### config.mk
export PLATFORM = sky130hd
export DESIGN_NAME = pilot_scheme_logic
export DESIGN_NICKNAME = d
export VERILOG_FILES = /design/src/hw/pilot_scheme_pkg.sv /design/src/hw/pilot_scheme_logic.sv
export SDC_FILE = /design/constraint.sdc
export NUM_CORES = 1
export LEC_CHECK = 0
export BUFFER_PORTS_ARGS = -buffer_cell sky130_fd_sc_hd__buf_2
export CORE_UTILIZATION = 62
export CTS_BUF_LIST = sky130_fd_sc_hd__clkbuf_4 sky130_fd_sc_hd__clkbuf_8
export CTS_CLUSTER_DIAMETER = 200
export DETAILED_ROUTE_END_ITERATION = 10
export GPL_ROUTABILITY_DRIVEN = 0
export GPL_TIMING_DRIVEN = 0
export PLACE_DENSITY_LB_ADDON = 0.12
export RECOVER_POWER = 25
export SKIP_CTS_REPAIR_TIMING = 1
export SLEW_MARGIN = 20
export SYNTH_ARGS = -nofsm -noshare
export SYNTH_HDL_FRONTEND = slang
export SYNTH_SLANG_ARGS = --single-unit
export TNS_END_PERCENT = 50
### constraint.sdc
create_clock -name clk_in -period 4.2 [get_ports clk_in]
set_input_delay 0.63 -clock clk_in [delete_from_list [all_inputs] [get_ports clk_in]]
set_output_delay 0.63 -clock clk_in [all_outputs]
set_load 0.02 [all_outputs]
### src/hw/pilot_scheme_pkg.sv
// constants, register map and types shared by the pilot scheme trip logic
package pilot_scheme_pkg;

  // wishbone register byte offsets
  localparam logic [7:0] CTRL_ADDR = 8'h00;
  localparam logic [7:0] TIMER_ADDR = 8'h04;
  localparam logic [7:0] STATUS_ADDR = 8'h08;

  // control register fields
  localparam int SCHEME_LSB = 0;
  localparam int SCHEME_W = 3;
  localparam int RCVR_BIT = 3;
  localparam int BRKR_BIT = 4;
  localparam int VARIANT_LSB = 5;
  localparam int VARIANT_W = 2;
  localparam int CLEAR_BIT = 7;
  localparam logic [31:0] CTRL_RESET = 32'h0000_0001;

  // timer register fields, values in milliseconds
  localparam int TIME_W = 16;
  localparam int OVR_LSB = 0;
  localparam int COORD_LSB = 16;
  localparam logic [31:0] TIMER_RESET = 32'h0008_0004;

  // scheme select encodings
  localparam logic [2:0] SCHEME_OFF = 3'h0;
  localparam logic [2:0] SCHEME_OVERREACH = 3'h1;
  localparam logic [2:0] SCHEME_UNDERREACH = 3'h2;
  localparam logic [2:0] SCHEME_BLOCKING = 3'h4;

  // ground carrier start variants
  localparam logic [1:0] VARIANT_ONE = 2'h1;
  localparam logic [1:0] VARIANT_TWO = 2'h2;
  localparam logic [1:0] VARIANT_THREE = 2'h3;

  // transient blocking timing
  localparam int TRANSIENT_PICKUP_MS = 25;
  localparam int TRANSIENT_DROPOUT_MS = 30;

  // clock and millisecond tick
  localparam int CLK_HZ = 50_000_000;
  localparam int TICK_CYCLES = CLK_HZ / 1000;

  // synchronised pin positions
  localparam int PIN_BRK_A = 0;
  localparam int PIN_BRK_B = 1;
  localparam int PIN_RX_ONE = 2;
  localparam int PIN_RX_TWO = 3;
  localparam int PIN_TX_STOP = 4;
  localparam int PIN_DISABLE = 5;
  localparam int PIN_OVERREACH = 6;
  localparam int PIN_ZONE1 = 7;
  localparam int PIN_DIST_BLOCK = 8;
  localparam int PIN_GROUND_DIRECTIONAL_OVERCURRENT_BLOCK = 9;
  localparam int PIN_IPB = 10;
  localparam int PIN_NEGSEQ = 11;
  localparam int PIN_FAULT = 12;
  localparam int PIN_OSB = 13;
  localparam int PIN_COUNT = 14;

  // pickup timer slots
  localparam int PU_OVR = 0;
  localparam int PU_COORD = 1;
  localparam int PU_GROUND_DIRECTIONAL_OVERCURRENT = 2;
  localparam int PU_DIST = 3;
  localparam int PU_COUNT = 4;

  typedef struct packed {
    logic rx_permit;
    logic dist_extended;
    logic ground_directional_overcurrent_extended;
    logic comparer;
    logic line_open;
    logic transmitter_key;
    logic trip;
  } status_type;

endpackage

### src/hw/pilot_scheme_logic.sv
// pilot scheme trip logic with wishbone configuration and status
//
// The implementer's own choices: register access over Wishbone and the address map.
`timescale 1ns/1ps
`default_nettype none

// What this block does
// overreach mode: overreach trip via pickup timer into comparer with received permission.
// overreach and underreach modes: any overreaching trip function keys the transmitter to trip frequency.
// receiver one input is the received trip or blocking signal.
// comparer output passes a pickup timer before producing a trip.
// every trip is gated by the fault detector.
// comparer trips only while out-of-step blocking is inactive.
// overreach mode, two receivers: both must give permission (AND).
// line open by breaker contact keys transmitter continuously.
// two breakers: line open needs both inputs; one breaker uses input a.
// underreach mode: zone 1 trips directly and keys the transmitter.
// underreach mode: overreach plus receiver permission at comparer trips.
// underreach mode, two receivers: receivers combined with OR.
// underreach with two receivers suppresses breaker-open keying.
// blocking mode: overreach inhibits distance blocking functions and stops started carrier.
// blocking mode: trip after coordination timer started by satisfied comparer.
// blocking mode: receiver output removes permission via inverted input.
// blocking mode: local blocking function keys carrier and blocks local comparer.
// ground carrier start: variant one ipb and negseq, two fault detector, three ipb.
// ground directional block held 25 ms extends dropout by 30 ms.
// distance blocking functions get the same extension on their own timer.
// overreach trip outputs override and reset the distance blocking functions.
// transmitter stop input forces the transmitter off.
// pilot disable input turns off all pilot logic.
// timers count a millisecond tick and clear synchronously.
module pilot_scheme_logic #(
  parameter int TICK_CYCLES = pilot_scheme_pkg::TICK_CYCLES
) (
  input wire logic clk_in,
  input wire logic rst_b_in,
  input wire logic wb_cyc_in,
  input wire logic wb_stb_in,
  input wire logic wb_we_in,
  input wire logic [7:0] wb_adr_in,
  input wire logic [3:0] wb_sel_in,
  input wire logic [31:0] wb_dat_in,
  output logic [31:0] wb_dat_out,
  output logic wb_ack_out,
  input wire logic breaker_a_open_input_in,
  input wire logic breaker_b_open_input_in,
  input wire logic receiver_one_input_in,
  input wire logic receiver_two_input_in,
  input wire logic transmitter_stop_input_in,
  input wire logic pilot_disable_input_in,
  input wire logic overreach_trip_in,
  input wire logic zone1_trip_in,
  input wire logic distance_block_in,
  input wire logic ground_directional_overcurrent_in,
  input wire logic ground_block_overcurrent_in,
  input wire logic negseq_block_directional_in,
  input wire logic fault_detector_in,
  input wire logic out_of_step_block_in,
  output logic trip_out,
  output logic transmitter_key_out
);

  localparam int TW = pilot_scheme_pkg::TIME_W;
  localparam int NP = pilot_scheme_pkg::PIN_COUNT;
  localparam int NT = pilot_scheme_pkg::PU_COUNT;
  localparam logic [TW-1:0] GROUND_DIRECTIONAL_OVERCURRENT_PU = TW'(pilot_scheme_pkg::TRANSIENT_PICKUP_MS);
  localparam logic [TW-1:0] EXT_DO = TW'(pilot_scheme_pkg::TRANSIENT_DROPOUT_MS);
  localparam logic [31:0] TICK_LAST = 32'(TICK_CYCLES - 1);

  //////////////////////////////////////////////////////////////////////////////
  // pin synchronisers
  logic [NP-1:0] pin_raw;
  logic [NP-1:0] meta_q;
  logic [NP-1:0] pin_q;

  assign pin_raw = {out_of_step_block_in, fault_detector_in, negseq_block_directional_in,
                    ground_block_overcurrent_in, ground_directional_overcurrent_in,
                    distance_block_in, zone1_trip_in, overreach_trip_in,
                    pilot_disable_input_in, transmitter_stop_input_in,
                    receiver_two_input_in, receiver_one_input_in,
                    breaker_b_open_input_in, breaker_a_open_input_in};

  genvar gi;
  generate
    for (gi = 0; gi < NP; gi++) begin : g_sync
      always_ff @(posedge clk_in or negedge rst_b_in) begin
        if (!rst_b_in) begin
          meta_q[gi] <= 1'b0;
          pin_q[gi] <= 1'b0;
        end else begin
          meta_q[gi] <= pin_raw[gi];
          pin_q[gi] <= meta_q[gi];
        end
      end
    end
  endgenerate

  //////////////////////////////////////////////////////////////////////////////
  // wishbone slave
  logic [31:0] ctrl_q;
  logic [31:0] timer_q;
  logic clear_q;
  logic wb_ack_q;
  logic [31:0] wb_dat_q;
  pilot_scheme_pkg::status_type status_q;
  logic req;

  function automatic logic [31:0] merge(input logic [31:0] old, input logic [31:0] nw,
                                        input logic [3:0] sel);
    logic [31:0] r;
    r = old;
    for (int b = 0; b < 4; b++) begin
      if (sel[b]) begin
        r[b*8 +: 8] = nw[b*8 +: 8];
      end
    end
    return r;
  endfunction

  // one wait state: ack one edge after the request, dropped the edge after
  assign req = wb_cyc_in && wb_stb_in && !wb_ack_q;
  always_ff @(posedge clk_in or negedge rst_b_in) begin
    if (!rst_b_in) begin
      wb_ack_q <= 1'b0;
    end else begin
      wb_ack_q <= req;
    end
  end

  always_ff @(posedge clk_in or negedge rst_b_in) begin
    if (!rst_b_in) begin
      ctrl_q <= pilot_scheme_pkg::CTRL_RESET;
      timer_q <= pilot_scheme_pkg::TIMER_RESET;
      clear_q <= 1'b0;
    end else begin
      clear_q <= 1'b0;
      if (req && wb_we_in) begin
        if (wb_adr_in == pilot_scheme_pkg::CTRL_ADDR) begin
          ctrl_q <= merge(ctrl_q, wb_dat_in, wb_sel_in);
          // clear strobe is self-clearing; the bit is kept in ctrl_q but masked on readback
          clear_q <= wb_sel_in[0] && wb_dat_in[pilot_scheme_pkg::CLEAR_BIT];
        end else if (wb_adr_in == pilot_scheme_pkg::TIMER_ADDR) begin
          timer_q <= merge(timer_q, wb_dat_in, wb_sel_in);
        end
      end
    end
  end

  always_ff @(posedge clk_in or negedge rst_b_in) begin
    if (!rst_b_in) begin
      wb_dat_q <= 32'h0000_0000;
    end else if (req && !wb_we_in) begin
      case (wb_adr_in)
        pilot_scheme_pkg::CTRL_ADDR: wb_dat_q <= ctrl_q & ~(32'h1 << pilot_scheme_pkg::CLEAR_BIT);
        pilot_scheme_pkg::TIMER_ADDR: wb_dat_q <= timer_q;
        pilot_scheme_pkg::STATUS_ADDR: wb_dat_q <= 32'(status_q);
        default: wb_dat_q <= 32'h0000_0000;
      endcase
    end
  end

  assign wb_ack_out = wb_ack_q;
  assign wb_dat_out = wb_dat_q;

  //////////////////////////////////////////////////////////////////////////////
  // settings decode
  logic [2:0] scheme;
  logic two_rcvr;
  logic two_brkr;
  logic [1:0] variant;
  logic is_ovr;
  logic is_und;
  logic is_blk;
  logic enabled;

  assign scheme = ctrl_q[pilot_scheme_pkg::SCHEME_LSB +: pilot_scheme_pkg::SCHEME_W];
  assign two_rcvr = ctrl_q[pilot_scheme_pkg::RCVR_BIT];
  assign two_brkr = ctrl_q[pilot_scheme_pkg::BRKR_BIT];
  assign variant = ctrl_q[pilot_scheme_pkg::VARIANT_LSB +: pilot_scheme_pkg::VARIANT_W];
  assign enabled = !pin_q[pilot_scheme_pkg::PIN_DISABLE];
  assign is_ovr = enabled && scheme == pilot_scheme_pkg::SCHEME_OVERREACH;
  assign is_und = enabled && scheme == pilot_scheme_pkg::SCHEME_UNDERREACH;
  assign is_blk = enabled && scheme == pilot_scheme_pkg::SCHEME_BLOCKING;

  //////////////////////////////////////////////////////////////////////////////
  // millisecond tick
  logic [31:0] tick_cnt_q;
  logic tick_q;

  always_ff @(posedge clk_in or negedge rst_b_in) begin
    if (!rst_b_in) begin
      tick_cnt_q <= 32'h0000_0000;
      tick_q <= 1'b0;
    end else if (clear_q || tick_cnt_q >= TICK_LAST) begin
      tick_cnt_q <= 32'h0000_0000;
      tick_q <= !clear_q;
    end else begin
      tick_cnt_q <= tick_cnt_q + 32'h0000_0001;
      tick_q <= 1'b0;
    end
  end

  //////////////////////////////////////////////////////////////////////////////
  // scheme logic
  logic overreach;
  logic line_open;
  logic rx_permit;
  logic [NT-1:0] pu_in;
  logic [NT-1:0] pu_done;
  logic [TW-1:0] pu_set [NT];
  logic ground_directional_overcurrent_ext;
  logic dist_ext;
  logic dist_blk;
  logic gnd_start;
  logic comparer;
  logic trip_d;
  logic key_d;

  assign overreach = pin_q[pilot_scheme_pkg::PIN_OVERREACH];

  assign line_open = two_brkr ?
      (pin_q[pilot_scheme_pkg::PIN_BRK_A] && pin_q[pilot_scheme_pkg::PIN_BRK_B]) :
      pin_q[pilot_scheme_pkg::PIN_BRK_A];

  // receiver one always used; two only with the two-receiver setting
  always_comb begin
    rx_permit = pin_q[pilot_scheme_pkg::PIN_RX_ONE];
    if (two_rcvr && is_ovr) begin
      rx_permit = rx_permit && pin_q[pilot_scheme_pkg::PIN_RX_TWO];
    end else if (two_rcvr && is_und) begin
      rx_permit = rx_permit || pin_q[pilot_scheme_pkg::PIN_RX_TWO];
    end
  end

  // overreaching trips override distance blocking, including its extension
  assign dist_blk = pin_q[pilot_scheme_pkg::PIN_DIST_BLOCK] && !overreach;

  always_comb begin
    case (variant)
      pilot_scheme_pkg::VARIANT_ONE: gnd_start = pin_q[pilot_scheme_pkg::PIN_IPB] &&
                                                 pin_q[pilot_scheme_pkg::PIN_NEGSEQ];
      pilot_scheme_pkg::VARIANT_TWO: gnd_start = pin_q[pilot_scheme_pkg::PIN_FAULT];
      pilot_scheme_pkg::VARIANT_THREE: gnd_start = pin_q[pilot_scheme_pkg::PIN_IPB];
      default: gnd_start = 1'b0;
    endcase
  end

  assign pu_set[pilot_scheme_pkg::PU_OVR] = timer_q[pilot_scheme_pkg::OVR_LSB +: TW];
  assign pu_set[pilot_scheme_pkg::PU_COORD] = timer_q[pilot_scheme_pkg::COORD_LSB +: TW];
  assign pu_set[pilot_scheme_pkg::PU_GROUND_DIRECTIONAL_OVERCURRENT] = GROUND_DIRECTIONAL_OVERCURRENT_PU;
  assign pu_set[pilot_scheme_pkg::PU_DIST] = GROUND_DIRECTIONAL_OVERCURRENT_PU;

  assign pu_in[pilot_scheme_pkg::PU_OVR] = (is_ovr || is_und) && overreach;
  assign pu_in[pilot_scheme_pkg::PU_COORD] = comparer;
  assign pu_in[pilot_scheme_pkg::PU_GROUND_DIRECTIONAL_OVERCURRENT] = is_blk && pin_q[pilot_scheme_pkg::PIN_GROUND_DIRECTIONAL_OVERCURRENT_BLOCK];
  assign pu_in[pilot_scheme_pkg::PU_DIST] = is_blk && dist_blk;

  // pickup timers: output once the input has stood for the set milliseconds
  generate
    for (gi = 0; gi < NT; gi++) begin : g_pickup
      logic [TW-1:0] cnt_q;
      always_ff @(posedge clk_in or negedge rst_b_in) begin
        if (!rst_b_in) begin
          cnt_q <= '0;
        end else if (clear_q || !pu_in[gi]) begin
          cnt_q <= '0;
        end else if (tick_q && cnt_q < pu_set[gi]) begin
          cnt_q <= cnt_q + TW'(1);
        end
      end
      assign pu_done[gi] = pu_in[gi] && cnt_q >= pu_set[gi];
    end
  endgenerate

  // dropout extension: armed only after the pickup, so short blocks are not stretched
  logic [TW-1:0] ground_directional_overcurrent_do_q;
  logic [TW-1:0] dist_do_q;
  always_ff @(posedge clk_in or negedge rst_b_in) begin
    if (!rst_b_in) begin
      ground_directional_overcurrent_do_q <= '0;
    end else if (clear_q || !is_blk) begin
      ground_directional_overcurrent_do_q <= '0;
    end else if (pu_done[pilot_scheme_pkg::PU_GROUND_DIRECTIONAL_OVERCURRENT]) begin
      ground_directional_overcurrent_do_q <= EXT_DO;
    end else if (!pu_in[pilot_scheme_pkg::PU_GROUND_DIRECTIONAL_OVERCURRENT] && tick_q && ground_directional_overcurrent_do_q != '0) begin
      ground_directional_overcurrent_do_q <= ground_directional_overcurrent_do_q - TW'(1);
    end
  end

  always_ff @(posedge clk_in or negedge rst_b_in) begin
    if (!rst_b_in) begin
      dist_do_q <= '0;
    end else if (clear_q || !is_blk || overreach) begin
      dist_do_q <= '0;
    end else if (pu_done[pilot_scheme_pkg::PU_DIST]) begin
      dist_do_q <= EXT_DO;
    end else if (!pu_in[pilot_scheme_pkg::PU_DIST] && tick_q && dist_do_q != '0) begin
      dist_do_q <= dist_do_q - TW'(1);
    end
  end

  assign ground_directional_overcurrent_ext = pu_in[pilot_scheme_pkg::PU_GROUND_DIRECTIONAL_OVERCURRENT] || ground_directional_overcurrent_do_q != '0;
  assign dist_ext = pu_in[pilot_scheme_pkg::PU_DIST] || dist_do_q != '0;

  // comparer per scheme, always supervised by out-of-step blocking
  always_comb begin
    comparer = 1'b0;
    if (is_ovr || is_und) begin
      comparer = pu_done[pilot_scheme_pkg::PU_OVR] && rx_permit;
    end else if (is_blk) begin
      comparer = overreach && !pin_q[pilot_scheme_pkg::PIN_RX_ONE]
                 && !ground_directional_overcurrent_ext && !dist_ext;
    end
    comparer = comparer && !pin_q[pilot_scheme_pkg::PIN_OSB];
  end

  always_comb begin
    trip_d = pu_done[pilot_scheme_pkg::PU_COORD];
    if (is_und && pin_q[pilot_scheme_pkg::PIN_ZONE1]) begin
      trip_d = 1'b1;
    end
    trip_d = trip_d && pin_q[pilot_scheme_pkg::PIN_FAULT];
  end

  always_comb begin
    key_d = 1'b0;
    if (is_ovr || is_und) begin
      key_d = overreach;
      if (is_und && pin_q[pilot_scheme_pkg::PIN_ZONE1]) begin
        key_d = 1'b1;
      end
      if (line_open && !(is_und && two_rcvr)) begin
        key_d = 1'b1;
      end
    end else if (is_blk) begin
      // blocking functions key carrier; overreach stops it
      key_d = (ground_directional_overcurrent_ext || dist_ext || gnd_start) && !overreach;
    end
    key_d = key_d && !pin_q[pilot_scheme_pkg::PIN_TX_STOP];
  end

  //////////////////////////////////////////////////////////////////////////////
  // registered outputs and status
  always_ff @(posedge clk_in or negedge rst_b_in) begin
    if (!rst_b_in) begin
      trip_out <= 1'b0;
      transmitter_key_out <= 1'b0;
    end else begin
      trip_out <= trip_d;
      transmitter_key_out <= key_d;
    end
  end

  always_ff @(posedge clk_in or negedge rst_b_in) begin
    if (!rst_b_in) begin
      status_q <= '0;
    end else begin
      status_q.rx_permit <= rx_permit;
      status_q.dist_extended <= dist_ext;
      status_q.ground_directional_overcurrent_extended <= ground_directional_overcurrent_ext;
      status_q.comparer <= comparer;
      status_q.line_open <= line_open;
      status_q.transmitter_key <= key_d;
      status_q.trip <= trip_d;
    end
  end

endmodule
`default_nettype wire

==> reports/metrics.cfg <==
[timing]
timing.hold.ws_ns=0.201
fin_skew_ns=0.0190
rsz0062_at_grt=no
maxSlewHeadroom=-1.04
final-hold-violation-count=0
fin_crit_sh=0.682
setup_ws_ns=1.34
setup_viol=0
worst_pin_slew_ns=3.07
fin_crit_ns=2.86
max_freq_mhz=349
finalMaxSlewViolations=49

[floorplanning]
dieArea_um2=19900
die_x_um=141
row_count=50
io_pins=98
die_h_um=141
initial_core_util=0.636
core_um2=18800

[logic_synthesis]
avgSynthCellArea_um2=11.1
synth.cell_area_um2=12000
synth-edff-count=0
syn_inst=1082
synth-async-reset-ratio=1.00
yosys_warnings=0
synthDistinctLibCells=69
synth_flop_cell=dfrtp_1
yosysSeqAreaShare=0.546
ys_ff_latch=261

[global_routing]
grt_first_pass_wirelength_um=40400
grt_pass1_vias=8378
antenna_found_initial=0
track_usage=0.255
grt_start_max_net_pins=91
grt_overflow=0

[route]
drc=0
met3_length_um=1120
ant_nets=0
maxUsedRoutingLayer=met4
drt_wl_total_um=24000
via_per_inst=5.50
post_drt_wl_per_cell_um=15.7
drt_pass1_iterations=5
wl_met1_um=11100
routed-via-count=8410
dr_wl_met2_um=11300
dr.first_iter.drc_count=308

[finish]
multiInputGateArea_um2=5130
layout-drive-gt1-share=0.210
nets=1347
antennaDiodeCount=0
final-seq-area_um2=6540
final_util=0.734
area_delta_synth_final_pct=15.6
fill_cells=1382

[critical_path]
critPathBufInv=1
slowest_delay_ns=2.12
worst_ep_arrival_time_ns=2.81
required_ns=4.15
crit_type=in2async
crit-reg2reg-launch=g_pickup[0].cnt_q[13]
critPathSlowestCell=clkbuf_1
cp_cell_sequence=clkbuf_1
critPathCaptureType=async pin
r2r_setup_slack_ns=1.50
reg2reg_depth=9
path_delay_family=buffers and inverters
timing.rr.end=g_pickup[0].cnt_q[1]
start_kind=primary input
crit_fanout=51

[placement]
io_buffers=96
place.detailed.hpwl_um=17500
dp_slack_ns=1.41

[clock_tree]
cts_tree=yes
h-tree-depth=2
root_buffer=clkbuf_8
clockBufferDepth=3
clkLatencyLatePin_ns=0.54
cts_buffers=42
clk_pin_slew_ns=0.06
numClockSinks=261

[run]
cap_violations=1

[run_status]
violations=max-capacitance violations, max-slew violations
outcome=finished with violations

[worst_hold_path]
hold_end=meta_q[4]
hold_path.class=in2reg
min_delay_path_depth=1
worstHoldStart=transmitter_stop_input_in

[power]
p_per_area_nw_per_um2=365
ir_drop_mv=0.311
leakagePower_nw=6.54

## worst reg2reg max path, cell delays in order (launching register included)
cell and delay [ns]:
dfrtp_1 0.43, ha_1 0.32, nand4_1 0.16, or3_1 0.46, o22ai_1 0.40, or3_1 0.18, buf_2 0.18, buf_4 0.21
mux2i_1 0.19, nor2_1 0.05
## layout make-up
type | count | area share
flip-flops and latches | 261 | 0.473
multi-input cells | 747 | 0.371
clock buffers | 64 | 0.0596
repair buffers | 99 | 0.0406
well taps | 260 | 0.0235
inverters | 57 | 0.0155
plain buffers | 32 | 0.0102
clock inverters | 8 | 0.00670
## synth_stat cells, drive strengths merged, types with 3 or more instances
master,n,area [um^2]
dfrtp,258,6460
nor2,109,434
nand2,94,353
mux2,62,698
inv,57,214
a21oi,46,230
ha,44,551
mux2i,36,360
nand3,35,175
xor2,35,307
o31ai,31,233
xnor2,30,263
clkbuf,27,101
nor3,27,150
and3,25,156
nand4,23,144
nor4,22,165
o21ai,18,90.1
or3,12,80.1
or4,10,78.8
nand2b,7,43.8
a31oi,6,37.5
buf,5,40.0
nand3b,5,37.5
o21a,4,30.0
a2111oi,3,45.1
a211oi,3,32.5
a21o,3,22.5
and2,3,18.8
and4,3,26.3
dfstp,3,78.8
nand4b,3,26.3
nor4b,3,26.3
or2,3,18.8
## routing by layer
metal,up-vias,global-route usage
met2,192,0.419
met1,4065,0.350
met4,0,0.0795
met3,42,0.0442
met5,-,0
li1,4111,-
## kinds of logic (layout without fill, tap and decap cells)
kind of cell / after synthesis / after routing / share of synthesized area
AOI/OAI and AO/OA: 135 / 135 / 0.0763
xor gates and xnor gates: 65 / 65 / 0.0476
adders and majority gates: 44 / 44 / 0.0460
buffers and inverters: 89 / 260 / 0.0297
DFF: 261 / 261 / 0.546
muxes: 98 / 98 / 0.0884
other: 1 / 16 / 0.000313
and+or+nand+nor: 389 / 389 / 0.166
## sequential cells by signal, indices dropped and copies added, names as in the netlist, 7 cells and up
register                             count
status_q                                 7
tick_cnt_q                              32
dist_do_q                               16
g_pickup.cnt_q                          64
timer_q                                 32
pin_q                                   13
ground_directional_overcurrent_do_q     16
meta_q                                  14
wb_dat_out                              32
ctrl_q                                  31
## power by group
group	switching, mW	total, mW	internal, mW
Sequential	0.0141	2.56	2.54
Combinational	0.105	0.158	0.0527
Clock	0.959	2.33	1.37
## through the flow
step / instances / total power, mW / instance area [um^2] / setup TNS [ns]
floorplan: 1097 / 2.65 / 12000 / 0
global placement: 1453 / 2.75 / 12800 / -524.24
detailed placement: 1456 / 2.76 / 12900 / 0
CTS: 1528 / 5.10 / 13800 / 0
global route: 1528 / 5.23 / 13800 / 0
finish: 1528 / 5.04 / 13800 / 0
## worst max-delay path by stage
stage	endpoint	slack [ns]	cells past startpoint	start
2_1_floorplan	g_pickup[0].cnt_q[1]	1.87	9	g_pickup[0].cnt_q[13]
3_3_place_gp	g_pickup[3].cnt_q[9]	-2.06	1	rst_b_in
3_5_place_dp	ctrl_q[14]	1.41	8	wb_adr_in[5]
4_1_cts	g_pickup[0].cnt_q[1]	1.52	9	g_pickup[0].cnt_q[13]
5_1_grt	wb_dat_out[4]	0.72	1	rst_b_in
6_report	wb_dat_out[4]	1.34	1	rst_b_in
## placed cells by master (no fill, tap or decap), types with 6 or more instances in the layout
cell type and count:
dfrtp_1 258, nor2_1 99, buf_2 97, nand2_1 94
mux2_2 62, inv_1 57, clkbuf_8 55, a21oi_1 46
ha_1 44, mux2i_1 36, nand3_1 35, xor2_1 35
o31ai_1 31, xnor2_1 30, clkbuf_1 28, and3_1 25
nor3_1 24, nand4_1 23, nor4_1 19, conb_1 16
o21ai_0 14, or3_1 11, nor2_2 10, or4_1 9
clkbuf_4 9, nand2b_1 7, a31oi_1 6
No activity file was read; power rests on OpenSTA's default activity.
